`src/design/dfre_defines.vh`:
```
`ifndef DFRE_DEFINES_VH
`define DFRE_DEFINES_VH
// ****************************************
// Instruction word layout
// ****************************************
`define DFRE_OPC_HI 15
`define DFRE_OPC_LO 10
`define DFRE_OPC_VAL 6'h01
`define DFRE_DEST_BIT 9
`define DFRE_ACC_BIT 8
`define DFRE_ADDR_HI 7
`define DFRE_ADDR_LO 0
// ****************************************
// Addressing limits
// ****************************************
`define DFRE_IDX_MAX 8'h5f
`define DFRE_ACC_SPLIT 8'h60
`define DFRE_ACC_HI_BANK 4'hf
// ****************************************
// Phase codes and reset values
// ****************************************
`define DFRE_PH_Q1 2'h0
`define DFRE_PH_Q2 2'h1
`define DFRE_PH_Q3 2'h2
`define DFRE_PH_Q4 2'h3
`define DFRE_RST_BYTE 8'h00
`define DFRE_RST_ADDR 12'h000
`define DFRE_RST_FLAGS 5'h00
`endif

```
`src/design/dfre_exec.v`:
```
`include "dfre_defines.vh"

module dfre_exec #(
	parameter DATA_W = 8,
	parameter ADDR_W = 12
) (
	input wire i_core_clk,
	input wire i_arst_n,
	input wire i_start,
	input wire [15:0] i_instr,
	input wire i_ext_set_en,
	input wire [3:0] i_bank_select_value,
	input wire [ADDR_W-1:0] i_index_base,
	input wire [DATA_W-1:0] i_mem_rdata,
	output wire o_busy,
	output wire o_illegal,
	output reg o_mem_rd,
	output reg o_mem_wr,
	output reg [ADDR_W-1:0] o_mem_addr,
	output reg [DATA_W-1:0] o_mem_wdata,
	output reg o_acc_wr,
	output reg [DATA_W-1:0] o_acc_wdata,
	output reg o_flag_wr,
	output reg o_carry_flag,
	output reg o_digit_carry_flag,
	output reg o_negative_flag,
	output reg o_overflow_flag,
	output reg o_zero_flag,
	output reg o_done
);

	// ****************************************
	// Effective address
	// ****************************************
	function [ADDR_W-1:0] eff_addr;
		input [15:0] ins;
		input ext;
		input [3:0] bsel;
		input [ADDR_W-1:0] ibase;
		reg [7:0] f;
		begin
			f = ins[`DFRE_ADDR_HI:`DFRE_ADDR_LO];
			if (ext && !ins[`DFRE_ACC_BIT] && f <= `DFRE_IDX_MAX) begin
				eff_addr = ibase + {{(ADDR_W-8){1'b0}}, f};
			end else if (!ins[`DFRE_ACC_BIT]) begin
				eff_addr = (f < `DFRE_ACC_SPLIT) ? {4'h0, f} : {`DFRE_ACC_HI_BANK, f};
			end else begin
				eff_addr = {bsel, f};
			end
		end
	endfunction

	// Opcode match is reused for accept and the illegal flag
	function is_decr;
		input [15:0] ins;
		begin
			is_decr = (ins[`DFRE_OPC_HI:`DFRE_OPC_LO] == `DFRE_OPC_VAL);
		end
	endfunction

	// ****************************************
	// State and datapath registers
	// ****************************************
	reg [1:0] phase_q;
	reg active_q;
	reg dest_q;
	reg [DATA_W-1:0] opnd_q;
	reg [DATA_W-1:0] res_q;
	reg [4:0] flags_q;
	reg [DATA_W-1:0] res_d;
	reg [4:0] flags_d;
	wire [DATA_W:0] diff;
	wire [4:0] nib_diff;
	wire take;
	wire write_ph;

	// ****************************************
	// Handshake outputs
	// ****************************************
	assign o_busy = active_q;
	assign o_illegal = i_start && !active_q && !is_decr(i_instr);

	// Words arriving while busy are dropped, the core must wait
	assign take = (phase_q == `DFRE_PH_Q1) && i_start && is_decr(i_instr);
	assign write_ph = (phase_q == `DFRE_PH_Q4);

	assign diff = {1'b0, opnd_q} + {1'b0, {DATA_W{1'b1}}};
	assign nib_diff = {1'b0, opnd_q[3:0]} + 5'h0f;

	// ****************************************
	// Result and status flags
	// ****************************************
	always @* begin
		res_d = diff[DATA_W-1:0];
		flags_d[0] = diff[DATA_W];
		flags_d[1] = nib_diff[4];
		flags_d[2] = diff[DATA_W-1];
		// overflow only leaving most negative byte
		flags_d[3] = (opnd_q == {1'b1, {(DATA_W-1){1'b0}}});
		flags_d[4] = (res_d == {DATA_W{1'b0}});
	end

	// ****************************************
	// Four phase sequencer
	// ****************************************
	// Idle parks in phase one so a new word is decoded on any rising edge
	always @(posedge i_core_clk or negedge i_arst_n) begin
		if (!i_arst_n) begin
			phase_q <= `DFRE_PH_Q1;
			active_q <= 1'b0;
			dest_q <= 1'b0;
		end else begin
			case (phase_q)
				`DFRE_PH_Q1: begin
					if (take) begin
						active_q <= 1'b1;
						dest_q <= i_instr[`DFRE_DEST_BIT];
						phase_q <= `DFRE_PH_Q2;
					end
				end
				`DFRE_PH_Q2: begin
					phase_q <= `DFRE_PH_Q3;
				end
				`DFRE_PH_Q3: begin
					phase_q <= `DFRE_PH_Q4;
				end
				`DFRE_PH_Q4: begin
					active_q <= 1'b0;
					phase_q <= `DFRE_PH_Q1;
				end
				default: begin
					phase_q <= `DFRE_PH_Q1;
					active_q <= 1'b0;
				end
			endcase
		end
	end

	// ****************************************
	// Operand read stage
	// ****************************************
	always @(posedge i_core_clk or negedge i_arst_n) begin
		if (!i_arst_n) begin
			o_mem_rd <= 1'b0;
			o_mem_addr <= `DFRE_RST_ADDR;
			opnd_q <= `DFRE_RST_BYTE;
		end else begin
			o_mem_rd <= take;
			if (take) begin
				o_mem_addr <= eff_addr(i_instr, i_ext_set_en, i_bank_select_value, i_index_base);
			end
			if (phase_q == `DFRE_PH_Q2) begin
				opnd_q <= i_mem_rdata;
			end
		end
	end

	// ****************************************
	// Process stage
	// ****************************************
	always @(posedge i_core_clk or negedge i_arst_n) begin
		if (!i_arst_n) begin
			res_q <= `DFRE_RST_BYTE;
			flags_q <= `DFRE_RST_FLAGS;
		end else begin
			if (phase_q == `DFRE_PH_Q3) begin
				res_q <= res_d;
				flags_q <= flags_d;
			end
		end
	end

	// ****************************************
	// Write stage
	// ****************************************
	always @(posedge i_core_clk or negedge i_arst_n) begin
		if (!i_arst_n) begin
			o_mem_wr <= 1'b0;
			o_mem_wdata <= `DFRE_RST_BYTE;
			o_acc_wr <= 1'b0;
			o_acc_wdata <= `DFRE_RST_BYTE;
			o_done <= 1'b0;
		end else begin
			o_mem_wr <= write_ph && dest_q;
			if (write_ph && dest_q) begin
				o_mem_wdata <= res_q;
			end
			o_acc_wr <= write_ph && !dest_q;
			if (write_ph && !dest_q) begin
				o_acc_wdata <= res_q;
			end
			o_done <= write_ph;
		end
	end

	// ****************************************
	// Status flag outputs
	// ****************************************
	// Flags hold between instructions so the core may read them late
	always @(posedge i_core_clk or negedge i_arst_n) begin
		if (!i_arst_n) begin
			o_flag_wr <= 1'b0;
			o_carry_flag <= 1'b0;
			o_digit_carry_flag <= 1'b0;
			o_negative_flag <= 1'b0;
			o_overflow_flag <= 1'b0;
			o_zero_flag <= 1'b0;
		end else begin
			o_flag_wr <= write_ph;
			if (write_ph) begin
				o_carry_flag <= flags_q[0];
				o_digit_carry_flag <= flags_q[1];
				o_negative_flag <= flags_q[2];
				o_overflow_flag <= flags_q[3];
				o_zero_flag <= flags_q[4];
			end
		end
	end

endmodule // dfre_exec

```
`config.mk`:
```
export PLATFORM = sky130hd
export DESIGN_NAME = dfre_exec
export DESIGN_NICKNAME = d
export VERILOG_FILES = /design/src/design/dfre_exec.v
export VERILOG_INCLUDE_DIRS = /design/src /design/src/design
export SDC_FILE = /design/constraint.sdc
export NUM_CORES = 1
export LEC_CHECK = 0
export ABC_CLOCK_PERIOD_IN_PS = 1750
export BUFFER_PORTS_ARGS = -buffer_cell sky130_fd_sc_hd__buf_2
export CORE_MARGIN = 1.5
export CORE_UTILIZATION = 47
export CTS_CLUSTER_DIAMETER = 50
export DETAILED_ROUTE_END_ITERATION = 6
export PLACE_DENSITY = 0.76
export SYNTH_ARGS = -nofsm -noshare
export SYNTH_HDL_FRONTEND = slang
export SYNTH_SLANG_ARGS = --single-unit
```
`constraint.sdc`:
```
create_clock -name i_core_clk -period 1.75 [get_ports i_core_clk]
set_clock_uncertainty 0.15 [all_clocks]
set_input_delay 0.0875 -clock i_core_clk [delete_from_list [all_inputs] [get_ports i_core_clk]]
set_output_delay 0.0875 -clock i_core_clk [all_outputs]
set_load 0.01 [all_outputs]
```
==> impl_metrics.ini, run 1 <==
[status]
status = finished clean

[sta]
post-route-min-period_ns = 1.67
max_freq_mhz = 598
hold-worst-slack_ns = 0.0133
fin_setup_tns_ns = 0
maxSlewViolCount = 0
period_share_pct = 95.5
rsz0062_at_grt = true
relSlewSlack_pct = 67.2
finalHoldViolations = 0
fin_ws_ns = 0.0791
setup_violations = 0
tightest_slew_ns = 0.491

[min_path]
min_to = o_mem_addr[3]$_DFFE_PN0P_
holdPathStages = 4
hp-class = primary input to flop
min-delay-start = i_instr[3]

[power_and_ir_drop]
peakVddDrop_mv = 0.863
p_leak_uw = 0.00212
internal-power_uw = 3880
power_frac_comb_pct = 38.2
power_frac_clock_pct = 23.1
p_switching_uw = 2010
swShare_pct = 34.2
power_density_mw_per_mm2 = 1370
p_seq_share_pct = 38.7

[yosys]
syn-cell-area_mm2 = 0.00307
ys_top_cells_by_count = 61 x dfrtp_1, 28 x a21oi_1, 28 x nand2_1
yosys-top-cells-area = dfrtp_1 50%, mux2_2 9.6%, ha_1 6.5%
synth-edff-count = 0
synth.top_cell.area_share_pct = 49.8
synthFlopType = dfrtp_1
avgSynthCellArea_um2 = 10.5
yosysWarnings = 0
synth_cell_types = 39
synth-seq-area-share_pct = 49.8
async_flop_share_pct = 100
ys_seq_elements = 61
synth_top_cell_by_area = dfrtp_1
synth_nets = 353
synth.most_common_cell = dfrtp_1
netlist_instances = 292

[clock_tree]
cts_made_buffers = 9
clk_pin_slew_ns = 0.06
h-tree-depth = 3
clock-sinks = 61
root_buffer = clkbuf_8
clockBufferDepth = 2
clock_latency_ns = 0.34
cts_tree = built

[drt]
drt-initial-drc-count = 146
first_pass_iters = 4
vias_per_cell = 5.19
ant_nets = 0
wl_per_cell_um = 14.1
dr_total_vias = 2669
postRouteWirelength_um = 7250
drc = 0

[worst_setup_path]
path_cells = buf_2 > ha_2 > inv_1 > fa_2 > nand2b_4 > a21oi_2 > a211oi_2 > a21oi_2 > xnor2_1 > o41ai_2
reg2reg_depth = 7
worst-path-buf-inv = 2
cp.required_ns = 1.83
reg2reg_from = opnd_q[0]$_DFFE_PN0N_
cp_top_family = compound AO/OA/AOI/OAI gates
end_kind = flop
worst-path-max-fanout = 3
crit_arrival_ns = 1.75
cp-startpoint = i_instr[0]
crit_top_cell = a21oi_2
r2r_end = flags_q[4]$_DFFE_PN0P_
slowest_delay_ns = 0.34
cp_slowest_cell = o41ai_2
worstSetupPathType = primary input to flop
regToRegSetupSlack_ns = 0.10
start_kind = primary input

[die]
ioPinCount = 84
core_mm2 = 0.00631
dieArea_mm2 = 0.00702
start_util_pct = 48.6
fp.dieW_um = 83.8
die_height_um = 83.8
placementRows = 29

[global_routing]
grt_pass1_wl_um = 12000
antenna_found_initial = 0
grt_usage_pct = 21.8
grt_pass1_vias = 2600
grt_max_degree = 62
grt-ovfl-total = 0

[placed_design]
dp_hpwl_um = 5120
dpl.cell_count = 478
dp_slack_ns = -0.265
place_congestion = 0.920
port_buffers = 83

[run]
drv_cap = 0

[final_layout]
fin_cells = 514
syn2layout_area_growth_pct = 39.8
nFillCells = 484
final_net_count = 494
drive_gt1_share_pct = 40.7
antenna_cells = 0
==> stage by stage <==
| step | util (%) | total power [uW] | instance area, um^2 |
|---|---|---|---|
| 6_report | 67.9 | 5890 | 4290 |
| 5_1_grt | 67.9 | 6310 | 4290 |
| 4_1_cts | 67.3 | 5890 | 4250 |
| 3_5_place_dp | 60.6 | 4470 | 3820 |
| 3_3_place_gp | 60.6 | 4360 | 3820 |
| 2_1_floorplan | - | 3570 | 3070 |
==> how the worst max path moves through the flow <==
| stage | depth (start not counted) | slack, ns | end |
|---|---|---|---|
| 2_1_floorplan | 9 | 0.04 | o_mem_addr[8]$_DFFE_PN0P_ |
| 3_3_place_gp | 11 | -0.23 | o_mem_addr[8]$_DFFE_PN0P_ |
| 3_5_place_dp | 11 | -0.26 | o_mem_addr[8]$_DFFE_PN0P_ |
| 4_1_cts | 5 | 0.01 | flags_q[4]$_DFFE_PN0P_ |
| 5_1_grt | 10 | -0.009 | o_mem_addr[10]$_DFFE_PN0P_ |
| 6_report | 10 | 0.08 | o_mem_addr[10]$_DFFE_PN0P_ |
==> flip-flops by register name (all words and copies together), names as in the netlist, 2 cells and up <==
register     flops
o_mem_addr      12
o_acc_wdata      8
o_mem_wdata      8
opnd_q           8
res_q            7
flags_q          5
phase_q          2
==> routing by layer <==
layer / part of all wire (%) / up-vias / wire length, um / track usage, %
met4: 2.2 / 0 / 163 / 8.94
met2: 47 / 99 / 3420 / 34.5
met1: 45 / 1256 / 3290 / 28.7
met5: 0 / - / 0 / 0
li1: - / 1298 / - / -
met3: 5.2 / 16 / 380 / 5.84
==> power by group through the flow <==
stage               Clock [uW]  Combinational [uW]  Sequential [uW]
floorplan                    0                1210             2350
global placement             0                2100             2260
detailed placement           0                2180             2290
CTS                       1390                2230             2270
global route              1470                2490             2340
finish                    1360                2250             2280
==> placed cells by master, fill, tap and decap left out, drive strengths merged, types with 2 or more instances in the layout <==
| cell type | synthesis | routed |
|---|---|---|
| a211oi | 2 | 2 |
| a21o | 2 | 2 |
| a21oi | 28 | 28 |
| a31oi | 4 | 4 |
| and3 | 3 | 3 |
| buf | 4 | 121 |
| bufinv | 0 | 2 |
| clkbuf | 8 | 11 |
| dfrtp | 61 | 61 |
| dlygate4sd3 | 0 | 21 |
| ha | 16 | 16 |
| inv | 14 | 14 |
| mux2 | 26 | 26 |
| mux2i | 4 | 4 |
| nand2 | 28 | 28 |
| nand2b | 3 | 3 |
| nand3 | 6 | 6 |
| nand4 | 2 | 2 |
| nor2 | 24 | 24 |
| nor2b | 5 | 5 |
| nor3 | 12 | 12 |
| o211ai | 2 | 2 |
| o21ai | 13 | 13 |
| o31ai | 2 | 2 |
| xnor2 | 8 | 8 |
| xor2 | 5 | 5 |
==> logic make-up (layout without fill, tap and decap cells) <==
family | Yosys count | after routing | share of synthesized area [%]
mux | 30 | 30 | 10.9
simple gates | 88 | 88 | 13.8
fa+ha+maj | 17 | 17 | 7.18
compound gates | 57 | 57 | 10.8
buf+inv | 26 | 171 | 3.80
flops | 61 | 61 | 49.8
xor+xnor | 13 | 13 | 3.71
==> cell type report <==
cell class | instances | area, um^2 | share of cell area (%)
flip-flops and latches | 61 | 1530 | 35.6
clock inverters | 4 | 72.6 | 1.69
inverters | 14 | 52.6 | 1.23
clock buffers | 11 | 141 | 3.30
multi-input cells | 205 | 1460 | 34.1
well taps | 77 | 96.3 | 2.25
repair buffers | 142 | 936 | 21.8
==> worst register-to-register path: stages, from the launching register on <==
cell,delay (ns)
dfrtp_1,0.43
inv_2,0.12
ha_2,0.19
nand2_1,0.08
nor3_2,0.16
xnor2_1,0.17
o2111ai_1,0.16
o21ai_0,0.11
==> timing repair <==
| item | 4_1_cts | 5_1_grt |
|---|---|---|
| hold endpoints to repair | 77 | 0 |
| buffers inserted | 0 | 1 |
| hold buffers | 21 | 0 |
| resized for setup | 0 | 14 |
| setup endpoints to repair | 0 | 6 |
Power figures use the tool's default switching activity.
==> inputs of run 2 (changes only) <==
--- a/config.mk
+++ b/config.mk
@@ -7,12 +7,12 @@
 export NUM_CORES = 1
 export LEC_CHECK = 0
 export ABC_CLOCK_PERIOD_IN_PS = 1750
-export BUFFER_PORTS_ARGS = -buffer_cell sky130_fd_sc_hd__buf_2
 export CORE_MARGIN = 1.5
-export CORE_UTILIZATION = 47
+export CORE_UTILIZATION = 50
 export CTS_CLUSTER_DIAMETER = 50
 export DETAILED_ROUTE_END_ITERATION = 6
-export PLACE_DENSITY = 0.76
+export DONT_BUFFER_PORTS = 1
+export PLACE_DENSITY = 0.65
 export SYNTH_ARGS = -nofsm -noshare
 export SYNTH_HDL_FRONTEND = slang
 export SYNTH_SLANG_ARGS = --single-unit
==> impl_metrics.ini, run 2 (synthesis gave the netlist of run 1 again) <==
[die]
core_mm2 = 0.00592
start_util_pct = 51.8
dieArea_mm2 = 0.00661
ioPinCount = 84
placementRows = 28
die_height_um = 81.3
fp.dieW_um = 81.3

[final_layout]
regMostFlops = o_mem_addr
final_area_mm2 = 0.00391
syn2layout_area_growth_pct = 27.6
drive_gt1_share_pct = 19.8
largest_reg_flops = 12
final_net_count = 410
final_cell_mix = 61 x dfrtp_1, 35 x dlygate4sd3_1, 28 x nand2_1, 28 x a21oi_1, 26 x mux2_2
fin_cells = 429
final_common_cell = dfrtp_1
antenna_cells = 0

[drt]
postRouteWirelength_um = 6640
ant_nets = 0
dr_total_vias = 2301
drt-initial-drc-count = 103
vias_per_cell = 5.36
wl_per_cell_um = 15.5
drc = 0
first_pass_iters = 4

[sta]
period_share_pct = 94.0
max_freq_mhz = 608
relSlewSlack_pct = 73.9
finalHoldViolations = 0
setup_violations = 0
fin_setup_tns_ns = 0
tightest_slew_ns = 0.391
rsz0062_at_grt = false
post-route-min-period_ns = 1.65
maxSlewViolCount = 0

[global_routing]
grt_usage_pct = 21.3
antenna_found_initial = 0
grt_pass1_vias = 2298
grt_max_degree = 62
grt-ovfl-total = 0
grt_pass1_wl_um = 10600

[power_and_ir_drop]
power_uw = 5670
p_leak_uw = 0.00178
peakVddDrop_mv = 0.761
power_density_mw_per_mm2 = 1450

[placed_design]
port_buffers = 0
post_dp_cell_area_mm2 = 0.00329
place_congestion = 0.862
dp_hpwl_um = 4430
dpl.cell_count = 377

[clock_tree]
clock-sinks = 61
cts_tree = built
root_buffer = clkbuf_8
cts_setup_buffers = 0
clk_pin_slew_ns = 0.07
h-tree-depth = 3
cts_made_buffers = 9
clockBufferDepth = 2
clock_latency_ns = 0.33

[min_path]
min-delay-start = i_instr[8]
holdPathStages = 4
min_to = o_mem_addr[10]$_DFFE_PN0P_
hp-class = primary input to flop

[worst_setup_path]
worst-path-max-fanout = 24
crit_arrival_ns = 1.74
regToRegSetupSlack_ns = 0.10
r2r_end = o_mem_addr[8]$_DFFE_PN0P_
reg2reg_depth = 7
worstSetupPathType = flop to flop
reg2reg_from = phase_q[0]$_DFFE_PN0P_
cp.required_ns = 1.84
end_kind = flop
start_kind = flop

[run]
drv_cap = 0

[status]
status = finished clean
[run 2: worst max path at each step]
stage,end,slack (ns),start,cells after the start
5_1_grt,o_mem_addr[9]$_DFFE_PN0P_,0.003,phase_q[0]$_DFFE_PN0P_,7
3_3_place_gp,o_mem_addr[8]$_DFFE_PN0P_,-0.07,i_instr[0],9
6_report,o_mem_addr[8]$_DFFE_PN0P_,0.10,phase_q[0]$_DFFE_PN0P_,7
4_1_cts,flags_q[4]$_DFFE_PN0P_,0.06,opnd_q[0]$_DFFE_PN0N_,7
3_5_place_dp,o_mem_addr[10]$_DFFE_PN0P_,-0.13,i_instr[0],9
2_1_floorplan,o_mem_addr[8]$_DFFE_PN0P_,0.04,i_instr[0],9
[run 2: worst max-delay path, cell delays in order (launching register included)]
cell and delay, ns:
dfrtp_1 0.40, inv_1 0.13, ha_1 0.25, nand3_4 0.11, buf_12 0.17, nor3_1 0.21, a21oi_1 0.06, o31ai_1 0.07
[run 2: what timing repair did]
action,4_1_cts,5_1_grt
hold buffers,36,0
endpoints found under the setup margin,0,3
resized for setup,0,2
endpoints found under the hold margin,86,0
[run 2: layout make-up]
| cell class | count | area (um^2) |
|---|---|---|
| timing repair buffer | 58 | 568 |
| inverter | 14 | 52.6 |
| sequential | 61 | 1530 |
| multi-input combinational | 205 | 1430 |
| tap | 75 | 93.8 |
| clock buffer | 10 | 128 |
| fill | 459 | 2010 |
| clock inverter | 6 | 111 |
[run 2: layer usage]
metal  vias to the layer above  track usage [%]  part of all wire [%]
met3                        10             5.17                   6.3
li1                       1119                -                     -
met5                         -                0                     0
met1                      1094             27.4                    45
met2                        78             34.5                    48
met4                         0             8.28                   1.2
[run 2: per-stage QoR]
stage	hold WS [ns]	setup WS (ns)	utilization, %
2_1_floorplan	-0.358	0.0413	-
3_3_place_gp	-0.357	-0.0707	55.5
3_5_place_dp	-0.357	-0.132	55.5
4_1_cts	0.0107	0.0639	65.9
5_1_grt	0.0655	0.00317	66.1
6_report	0.0388	0.105	66.1
[run 2: power by group]
group | total, uW | switching, uW | internal [uW] | leakage [uW]
registers | 2450 | 521 | 1930 | 0.000753
logic | 1710 | 821 | 891 | 0.000913
clock network | 1510 | 566 | 947 | 0.000116
